### src/common/cscs_pkg.sv
package cscs_pkg;
  // sfr addresses
  localparam logic [7:0] CSCS_CTRL_ADDR = 8'hB0;
  localparam logic [7:0] CSCS_THR_HI_ADDR = 8'hC4;
  localparam logic [7:0] CSCS_THR_LO_ADDR = 8'hC3;
  // control register fields
  localparam int CSCS_SENSE_ENABLE_BIT = 7;
  localparam int CSCS_END_OF_SCAN_BIT = 6;
  localparam int CSCS_CONV_DONE_BIT = 5;
  localparam int CSCS_SENSE_BUSY_BIT = 4;
  localparam int CSCS_CMP_ENABLE_BIT = 3;
  localparam int CSCS_RESERVED_BIT = 2;
  localparam int CSCS_PIN_MONITOR_BIT = 1;
  localparam int CSCS_CMP_FLAG_BIT = 0;
  // reset values
  localparam logic [7:0] CSCS_CTRL_RESET = 8'h00;
  localparam logic [7:0] CSCS_THR_RESET = 8'h00;
  localparam int CSCS_RESULT_W = 16;
endpackage

### src/common/cscs_cmp_if.sv
`timescale 1ns/1ns
interface cscs_cmp_if #(
  parameter int W = 16
);
  logic [W-1:0] result;
  logic result_valid;
  logic [W-1:0] threshold;
  logic enable;
  logic hit;
  modport ctrl (
    output result,
    output result_valid,
    output threshold,
    output enable,
    input hit
  );
  modport cmp (
    input result,
    input result_valid,
    input threshold,
    input enable,
    output hit
  );
endinterface

### src/verilog/cscs_cmp.sv
`timescale 1ns/1ns
module cscs_cmp
  import cscs_pkg::*;
(
  // comparator side of the carrier
  cscs_cmp_if.cmp cmp_if
);
  // disabled comparator never reports a hit
  always_comb
  begin
    cmp_if.hit = cmp_if.enable && cmp_if.result_valid &&
                 (cmp_if.result > cmp_if.threshold);
  end
endmodule

### src/verilog/cscs_ctrl.sv
`timescale 1ns/1ns
// Summary of operation
// - set done flag on every finished conversion
// - done flag cleared only by software
// - busy reads 1 during conversion only
// - comparator enable gates threshold compare
module cscs_ctrl
  import cscs_pkg::*;
#(
  parameter int RESULT_W = CSCS_RESULT_W
)
(
  // clock and reset
  input wire logic clk_in,
  input wire logic nrst_in,
  // sfr access
  input wire logic [7:0] sfr_addr_in,
  input wire logic sfr_wr_in,
  input wire logic [7:0] sfr_wdata_in,
  output logic [7:0] sfr_rdata_out,
  // converter core
  input wire logic conv_done_in,
  input wire logic [RESULT_W-1:0] conv_result_in,
  input wire logic scan_done_in,
  input wire logic pin_monitor_in,
  output logic conv_start_out,
  output logic sense_enable_out
);
  logic [7:0] ctrl_ff;
  logic [7:0] nxt_ctrl;
  logic [7:0] thr_hi_ff;
  logic [7:0] nxt_thr_hi;
  logic [7:0] thr_lo_ff;
  logic [7:0] nxt_thr_lo;
  logic [7:0] rdata_ff;
  logic [7:0] nxt_rdata;
  logic start_ff;
  logic nxt_start;
  logic ctrl_wr;
  logic [7:0] clr;

  cscs_cmp_if #(.W(RESULT_W)) cmp_bus ();

  assign cmp_bus.result = conv_result_in;
  assign cmp_bus.result_valid = conv_done_in;
  assign cmp_bus.threshold = RESULT_W'({thr_hi_ff, thr_lo_ff});
  assign cmp_bus.enable = ctrl_ff[CSCS_CMP_ENABLE_BIT];

  cscs_cmp u_cmp (
    .cmp_if(cmp_bus.cmp)
  );

  assign ctrl_wr = sfr_wr_in && (sfr_addr_in == CSCS_CTRL_ADDR);
  // writing 0 clears a flag, writing 1 leaves it alone
  assign clr = ctrl_wr ? ~sfr_wdata_in : 8'h00;

  // control and flags; an event in the clearing cycle wins
  always_comb
  begin
    nxt_ctrl = ctrl_ff;
    nxt_start = 1'b0;
    if (ctrl_wr)
    begin
      nxt_ctrl[CSCS_SENSE_ENABLE_BIT] = sfr_wdata_in[CSCS_SENSE_ENABLE_BIT];
      nxt_ctrl[CSCS_CMP_ENABLE_BIT] = sfr_wdata_in[CSCS_CMP_ENABLE_BIT];
    end
    nxt_ctrl[CSCS_END_OF_SCAN_BIT] = scan_done_in ||
      (ctrl_ff[CSCS_END_OF_SCAN_BIT] && !clr[CSCS_END_OF_SCAN_BIT]);
    nxt_ctrl[CSCS_CONV_DONE_BIT] = conv_done_in ||
      (ctrl_ff[CSCS_CONV_DONE_BIT] && !clr[CSCS_CONV_DONE_BIT]);
    nxt_ctrl[CSCS_PIN_MONITOR_BIT] = pin_monitor_in ||
      (ctrl_ff[CSCS_PIN_MONITOR_BIT] && !clr[CSCS_PIN_MONITOR_BIT]);
    nxt_ctrl[CSCS_CMP_FLAG_BIT] = cmp_bus.hit ||
      (ctrl_ff[CSCS_CMP_FLAG_BIT] && !clr[CSCS_CMP_FLAG_BIT]);
    // writing 1 to busy starts a conversion if enabled and idle
    if (ctrl_wr && sfr_wdata_in[CSCS_SENSE_BUSY_BIT] &&
        ctrl_ff[CSCS_SENSE_ENABLE_BIT] && !ctrl_ff[CSCS_SENSE_BUSY_BIT])
    begin
      nxt_start = 1'b1;
    end
    // busy holds from start until the converter reports done
    nxt_ctrl[CSCS_SENSE_BUSY_BIT] = nxt_start ||
      (ctrl_ff[CSCS_SENSE_BUSY_BIT] && !conv_done_in);
    // disabling the converter abandons a running conversion
    if (!nxt_ctrl[CSCS_SENSE_ENABLE_BIT])
    begin
      nxt_ctrl[CSCS_SENSE_BUSY_BIT] = 1'b0;
      nxt_start = 1'b0;
    end
    nxt_ctrl[CSCS_RESERVED_BIT] = 1'b0;
  end

  always_ff @(posedge clk_in or negedge nrst_in)
  begin
    if (!nrst_in)
    begin
      ctrl_ff <= CSCS_CTRL_RESET;
      start_ff <= 1'b0;
    end
    else
    begin
      ctrl_ff <= nxt_ctrl;
      start_ff <= nxt_start;
    end
  end

  // threshold pair and read-back mux
  always_comb
  begin
    nxt_thr_hi = thr_hi_ff;
    nxt_thr_lo = thr_lo_ff;
    if (sfr_wr_in && (sfr_addr_in == CSCS_THR_HI_ADDR))
    begin
      nxt_thr_hi = sfr_wdata_in;
    end
    if (sfr_wr_in && (sfr_addr_in == CSCS_THR_LO_ADDR))
    begin
      nxt_thr_lo = sfr_wdata_in;
    end
    case (sfr_addr_in)
      CSCS_CTRL_ADDR: nxt_rdata = ctrl_ff;
      CSCS_THR_HI_ADDR: nxt_rdata = thr_hi_ff;
      CSCS_THR_LO_ADDR: nxt_rdata = thr_lo_ff;
      default: nxt_rdata = 8'h00;
    endcase
  end

  always_ff @(posedge clk_in or negedge nrst_in)
  begin
    if (!nrst_in)
    begin
      thr_hi_ff <= CSCS_THR_RESET;
      thr_lo_ff <= CSCS_THR_RESET;
      rdata_ff <= 8'h00;
    end
    else
    begin
      thr_hi_ff <= nxt_thr_hi;
      thr_lo_ff <= nxt_thr_lo;
      rdata_ff <= nxt_rdata;
    end
  end

  assign sfr_rdata_out = rdata_ff;
  assign conv_start_out = start_ff;
  assign sense_enable_out = ctrl_ff[CSCS_SENSE_ENABLE_BIT];
endmodule
### config.mk
export PLATFORM = sky130hd
export DESIGN_NAME = cscs_ctrl
export DESIGN_NICKNAME = d
export VERILOG_FILES = /design/src/common/cscs_pkg.sv /design/src/common/cscs_cmp_if.sv /design/src/verilog/cscs_cmp.sv /design/src/verilog/cscs_ctrl.sv
export SDC_FILE = /design/constraint.sdc
export NUM_CORES = 1
export LEC_CHECK = 0
export BUFFER_PORTS_ARGS = -buffer_cell sky130_fd_sc_hd__buf_2
export CELL_PAD_IN_SITES_DETAIL_PLACEMENT = 0
export CELL_PAD_IN_SITES_GLOBAL_PLACEMENT = 2
export CORE_AREA = 2 2 91 71
export CTS_CLUSTER_DIAMETER = 80
export DETAILED_ROUTE_END_ITERATION = 16
export DIE_AREA = 0 0 93 73
export HOLD_SLACK_MARGIN = 0.15
export PLACE_DENSITY_LB_ADDON = 0.1
export SKIP_CTS_REPAIR_TIMING = 1
export SYNTH_ARGS = -nofsm -noshare
export SYNTH_HDL_FRONTEND = slang
export SYNTH_SLANG_ARGS = --single-unit
### constraint.sdc
create_clock -name clk_in -period 1.55 [get_ports clk_in]
set_input_delay 0.31 -clock clk_in [delete_from_list [all_inputs] [get_ports clk_in]]
set_output_delay 0.31 -clock clk_in [all_outputs]
set_load 0.01 [all_outputs]
==> results of run 1 <==
==> cell usage in the layout, fill, tap and decap left out <==
master,instances
nor3_1,1
a21boi_2,1
and2_0,1
inv_1,23
dlygate4sd3_1,1
nand2_1,5
a21oi_1,6
o211ai_1,1
a222oi_1,7
and3_1,1
buf_4,20
nor4b_4,1
and4_1,1
a31o_2,1
nand3_1,5
buf_2,47
a211oi_2,1
nand4b_1,1
mux2_2,18
dfrtp_1,32
o21ai_1,1
nor4_1,1
nand2_4,1
a22o_1,1
nand2b_1,2
inv_2,1
ha_1,15
buf_12,1
nand4_1,4
nor3_2,3
a21o_1,2
ha_4,1
o21ai_0,5
clkbuf_8,7
nor2_1,1
nor2b_4,1
==> stage by stage <==
stage	utilization (%)	hold slack (ns)	cells	TNS [ns]	cell area, µm²
floorplan	-	0.0144	147	0	1680
global placement	35.9	0.244	291	-0.0935	2160
detailed placement	35.9	0.246	291	-0.160	2160
CTS	37.5	-0.0578	298	-0.148	2250
global route	38.6	0.233	302	-0.131	2320
finish	38.6	0.220	302	-0.0430	2320
==> layout make-up <==
| type | instances | area (µm²) |
|---|---|---|
| clock buffer | 7 | 96.3 |
| fill | 619 | 3690 |
| inverter | 24 | 90.1 |
| multi-input combinational | 89 | 815 |
| sequential | 32 | 801 |
| tap | 81 | 101 |
| timing repair buffer | 69 | 415 |
==> power by group through the flow <==
stage / combinational (mW) / sequential, mW / clock (mW)
3_5_place_dp: 0.246 / 0.903 / 0
3_3_place_gp: 0.233 / 0.902 / 0
2_1_floorplan: 0.102 / 0.898 / 0
6_report: 0.259 / 0.887 / 0.679
4_1_cts: 0.247 / 0.887 / 0.709
5_1_grt: 0.298 / 0.891 / 0.745
==> logic make-up after synthesis <==
| kind of cell | Yosys count | share of synthesized area, % |
|---|---|---|
| flip-flops | 32 | 47.7 |
| AND/OR/NAND/NOR | 29 | 11.5 |
| AO/OA/AOI/OAI | 26 | 11.0 |
| buffers and inverters | 26 | 5.81 |
| multiplexers | 18 | 12.1 |
| adder cells (fa/ha/maj) | 16 | 11.9 |
==> Yosys cell counts (all sizes together) <==
master	number	area share (%)
nand4	4	1.5
nor4	1	0.37
nand2	6	1.8
o21ai	6	1.8
nand4b	1	0.52
and2	1	0.37
dfrtp	32	48
mux2	18	12
and4	1	0.52
nor4b	1	1.4
o211ai	1	0.45
a21oi	6	1.8
nand3	5	1.5
a31o	1	0.52
ha	16	12
a21boi	1	0.45
a22o	1	0.52
nor3	4	1.8
nor2b	1	0.37
a222oi	7	4.2
nor2	1	0.22
nand2b	2	0.75
a21o	2	0.89
clkbuf	2	0.45
inv	24	5.4
a211oi	1	0.45
and3	1	0.37
==> worst reg2reg max path, stage by stage (launching register included) <==
cell      delay, ns
dfrtp_1        0.39
inv_2          0.07
ha_4           0.19
nor2b_4        0.12
o211ai_1       0.24
a21boi_2       0.09
nor4_1         0.29
o21ai_1        0.09
==> path summary, 6_finish.rpt <==
kind / from / cells after the start / end
min reg2reg: ctrl_ff[6] / 2 / sfr_rdata_out[6]
max reg2reg: thr_lo_ff[1] / 7 / ctrl_ff[0]
max: thr_lo_ff[1] / 7 / ctrl_ff[0]
min: scan_done_in / 2 / ctrl_ff[6]
max in group asynchronous: nrst_in / 3 / ctrl_ff[6]
min in group asynchronous: nrst_in / 2 / sfr_rdata_out[2]
==> state kept, by name, summed over array words and instances, names as in the netlist <==
register and cells:
conv_start_out 1, sfr_rdata_out 8, thr_lo_ff 8, thr_hi_ff 8, ctrl_ff 7
==> metal layers <==
metal | up-vias | track usage, % | wire length (µm)
met5 | - | 0 | 0
met4 | 0 | 2.45 | 7
met3 | 2 | 3.51 | 161
met2 | 24 | 23.3 | 2180
met1 | 672 | 16.7 | 1970
li1 | 679 | - | -
==> metrics.md, run 1 <==
| Metric | Value |
|---|---|
| Worst path arrival time | `1.75 ns` |
| Worst-path clk slew | `0.07 ns` |
| Pwr Density | `787 mW/mm²` |
| Largest net degree at the start of global routing | `19` |
| Router iterations before antenna repair | `5` |
| Initial Util | `28.0%` |
| Final Hold Viols | `0` |
| Final critical-path share of the clock period | `103%` |
| Mean post-synth cell area | `11.4 µm²` |
| Worst-Margin Slew | `0.411 ns` |
| Clock power share | `37.2%` |
| Sequential Power Share | `48.6%` |
| Core area | `0.00601 mm²` |
| CTS Root Cell | `clkbuf_8` |
| Sequential share of the synthesized area | `47.7%` |
| LEAKAGE | `1.21 nW` |
| Pre-CTS setup slack | `-0.160 ns` |
| Gpl congestion | `0.748` |
| Slew headroom | `72.6%` |
| Worst-skew pair later-pin latency | `0.28 ns` |
| Crit path max fanout | `2` |
| Post-DR vias/cell | `4.56` |
| CTS Buf Count | `5` |
| First-pass GRT wire length | `6840 µm` |
| YS warnings | `0` |
| Die area | `0.00679 mm²` |
| WL final | `4320 µm` |
| Max incr delay on CP | `0.39 ns` |
| Worst setup margin | `-0.0430 ns` |
| Syn Nets | `201` |
| Min Tclk post-route | `1.59 ns` |
| Ports | `48` |
| Min-delay worst type | `in -> reg` |
| Mapped Cells | `147` |
| Synth cell types | `29` |
| Clk sinks | `32` |
| Layout cell share with drive strength beyond 1 | `47.1%` |
| Port buffer count | `47` |
| Netlist Area Pre-Place | `0.00168 mm²` |
| Cell breakdown of the critical path | `inv_2, ha_4, nor2b_4, o211ai_1, a21boi_2, nor4_1, o21ai_1` |
| CTS tree | `yes` |
| Flop-to-flop setup slack | `-0.04 ns` |
| Sw power | `0.428 mW` |
| # DRC | `0` |
| Worst Setup Start Kind | `flip-flop` |
| Internal power | `1.40 mW` |
| Number of global-route vias before repair | `1496` |
| Clk buf depth | `2` |
| Total gr overflow | `0` |
| DP HPWL | `3430 µm` |
| Final antenna-violating net count | `0` |
| Max Fclk | `628 MHz` |
| VDD IR-drop max | `0.384 mV` |
| Slowest cell on crit path | `dfrtp_1` |
| Failing checks | `setup timing` |
| Total Power | `1.82 mW` |
| GRT Util Overall | `13.3%` |
| Setup Skew | `0.00561 ns` |
| Crit path buffers/inverters | `1` |
| Top delay family on crit path | `compound AO/OA/AOI/OAI gates` |
| Combinational cell fraction of total power | `14.2%` |
| H-tree Lvls | `2` |
| Die Y | `73 µm` |
| Area Overhead vs Synth | `38.1%` |
| Row count | `25` |
| Sw Ratio | `23.4%` |
| Required @ worst endpoint | `1.71 ns` |
| Critical Path End Type | `flip-flop` |
| Die Span X | `93 µm` |
| Outcome | `finished with violations` |
| Slew Limit Fails | `0` |
| Ant diodes | `0` |
| Finish-stage setup viols | `1` |
| Iteration-0 DRC Markers | `42` |
| Max Cap Viol | `0` |
| Nets@finish | `275` |
| Yosys reg bits | `32` |
| Vias | `1377` |
| Wire length per cell | `14.3 µm` |
| RSZ-0062 raised after global routing | `true` |
| Crit Path Class | `reg -> reg` |
| Initial antenna violation count | `0` |
(Power assumes the default switching activity.)
==> run 2, diff against run 1 <==
--- a/config.mk
+++ b/config.mk
@@ -6,7 +6,7 @@
 export NUM_CORES = 1
 export LEC_CHECK = 0
 export BUFFER_PORTS_ARGS = -buffer_cell sky130_fd_sc_hd__buf_2
-export CELL_PAD_IN_SITES_DETAIL_PLACEMENT = 0
+export CELL_PAD_IN_SITES_DETAIL_PLACEMENT = 1
 export CELL_PAD_IN_SITES_GLOBAL_PLACEMENT = 2
 export CORE_AREA = 2 2 91 71
 export CTS_CLUSTER_DIAMETER = 80
==> metrics.md, run 2 (synthesized netlist as in run 1, its figures left out) <==
| Metric | Value |
|---|---|
| Port buffer count | `47 (unchanged)` |
| Post-DR vias/cell | `4.70 (+3.1%)` |
| Fin Hold WS | `0.218 ns (-0.00250 ns)` |
| CTS Buf Count | `5 (unchanged)` |
| Commonest non-fill, non-tap cell in the layout | `buf_2` |
| Finish-stage setup viols | `0 (-1)` |
| Slew headroom | `74.4% (+1.9 points)` |
| Slowest cell on crit path | `dfrtp_1` |
| Crit path buffers/inverters | `1 (unchanged)` |
| Die Y | `73 µm (unchanged)` |
| Final antenna-violating net count | `0 (unchanged)` |
| Crit path max fanout | `2 (unchanged)` |
| Worst-Margin Slew | `0.383 ns (-0.0279 ns)` |
| Clk buf depth | `2 (unchanged)` |
| CTS Root Cell | `clkbuf_8` |
| Pwr Density | `782 mW/mm² (-0.65%)` |
| Ports | `48 (unchanged)` |
| Iteration-0 DRC Markers | `35 (-17%)` |
| Worst path arrival time | `1.71 ns (-0.04 ns)` |
| Wire length per cell | `15.3 µm (+7.2%)` |
| Min-delay worst type | `in -> reg` |
| Critical Path End Type | `flip-flop` |
| Outcome | `completed` |
| Layout cell share with drive strength beyond 1 | `45.9% (-1.1 points)` |
| Worst-path clk slew | `0.06 ns (about the same)` |
| Nets@finish | `273 (-0.73%)` |
| LEAKAGE | `1.19 nW (-1.2%)` |
| Vias | `1415 (+2.8%)` |
| Crit Path Class | `reg -> reg` |
| Max incr delay on CP | `0.39 ns (about the same)` |
| Flop-to-flop setup slack | `0.005 ns (+0.05 ns)` |
| H-tree Lvls | `2 (unchanged)` |
| Max Fclk | `647 MHz (+3.1%)` |
| # DRC | `0 (unchanged)` |
| Setup Skew | `0.00247 ns (-0.00314 ns)` |
| Initial antenna violation count | `0 (unchanged)` |
| Cell breakdown of the critical path | `inv_2, ha_4, nor2b_4, o211ai_1, a21boi_1, nor4_1, o21ai_1` |
| Clk sinks | `32 (unchanged)` |
| GR Util met1 | `17.6% (+0.85 points)` |
| CTS tree | `yes` |
| Slew Limit Fails | `0 (unchanged)` |
| Final critical-path share of the clock period | `99.7% (-3.1 points)` |
| Die Span X | `93 µm (unchanged)` |
| Router iterations before antenna repair | `5 (unchanged)` |
| Placement Cell Area | `0.00216 mm² (unchanged)` |
| VDD IR-drop max | `0.313 mV (-19%)` |
| Die area | `0.00679 mm² (unchanged)` |
| Worst Setup Start Kind | `flip-flop` |
| Area Overhead vs Synth | `37.3%` |
| Ant diodes | `0 (unchanged)` |
| Gpl congestion | `0.748 (unchanged)` |
| GRT Util Overall | `14.7% (+1.4 points)` |
| Most Crowded Layer GR | `met2` |
| Required @ worst endpoint | `1.71 ns (about the same)` |
| Max Cap Viol | `0 (unchanged)` |
| Commonest non-fill, non-tap cells in the layout | `47 x buf_2, 32 x dfrtp_1, 23 x inv_1` |
| Row count | `25 (unchanged)` |
| Min Tclk post-route | `1.54 ns (-0.0483 ns)` |
| Top delay family on crit path | `flip-flops` |
| Final Cell Area | `0.00231 mm² (-0.54%)` |
| Met3 Use GR | `3.62% (+0.10 points)` |
| DP HPWL | `3730 µm (+8.7%)` |
| Initial Util | `28.0% (unchanged)` |
| Fin Setup TNS | `0 ns (+0.0430 ns)` |
| RSZ-0062 raised after global routing | `true` |
| Largest net degree at the start of global routing | `19 (unchanged)` |
| Total gr overflow | `0 (unchanged)` |
| Core area | `0.00601 mm² (unchanged)` |
| Final Hold Viols | `0 (unchanged)` |
| Worst-skew pair later-pin latency | `0.28 ns (about the same)` |
| WL final | `4620 µm (+6.9%)` |
| GR met2 Demand/Resource | `26.0% (+2.7 points)` |
| Number of global-route vias before repair | `1569 (+4.9%)` |
| First-pass GRT wire length | `7550 µm (+10%)` |
run 2: power breakdown:
part           total, mW  internal [mW]  switching, mW
clock network      0.652          0.362          0.291
registers          0.889          0.867         0.0220
logic              0.262          0.135          0.127
run 2: final timing paths:
kind / from / endpoint / cells after the start
min in group asynchronous: nrst_in / sfr_rdata_out[0] / 2
setup reg to reg: thr_lo_ff[1] / ctrl_ff[0] / 7
hold reg to reg: ctrl_ff[1] / sfr_rdata_out[1] / 2
hold / removal: pin_monitor_in / ctrl_ff[1] / 2
setup / recovery: thr_lo_ff[1] / ctrl_ff[0] / 7
max in group asynchronous: nrst_in / thr_lo_ff[6] / 3
run 2: per-stage QoR:
stage / power, mW / worst slack (ns) / cells / util, %
global route: 1.90 / -0.0838 / 301 / 38.4
CTS: 1.82 / -0.107 / 299 / 37.4
finish: 1.80 / 0.00536 / 301 / 38.4
global placement: 1.14 / -0.0935 / 291 / 35.9
floorplan: 1.00 / 0.0677 / 147 / -
detailed placement: 1.15 / -0.128 / 291 / 35.9
run 2: layer usage:
layer	share of wire (%)	routed length (µm)
met1	44	2050
met3	3.2	148
met2	51	2370
met5	0	0
met4	1.1	51
run 2: final cells by class:
cell class | instances | area [µm²]
flip-flops and latches | 32 | 801
inverters | 24 | 90.1
repair buffers | 67 | 400
fillers | 692 | 3700
multi-input cells | 89 | 823
well taps | 81 | 101
clock buffers | 8 | 90.1
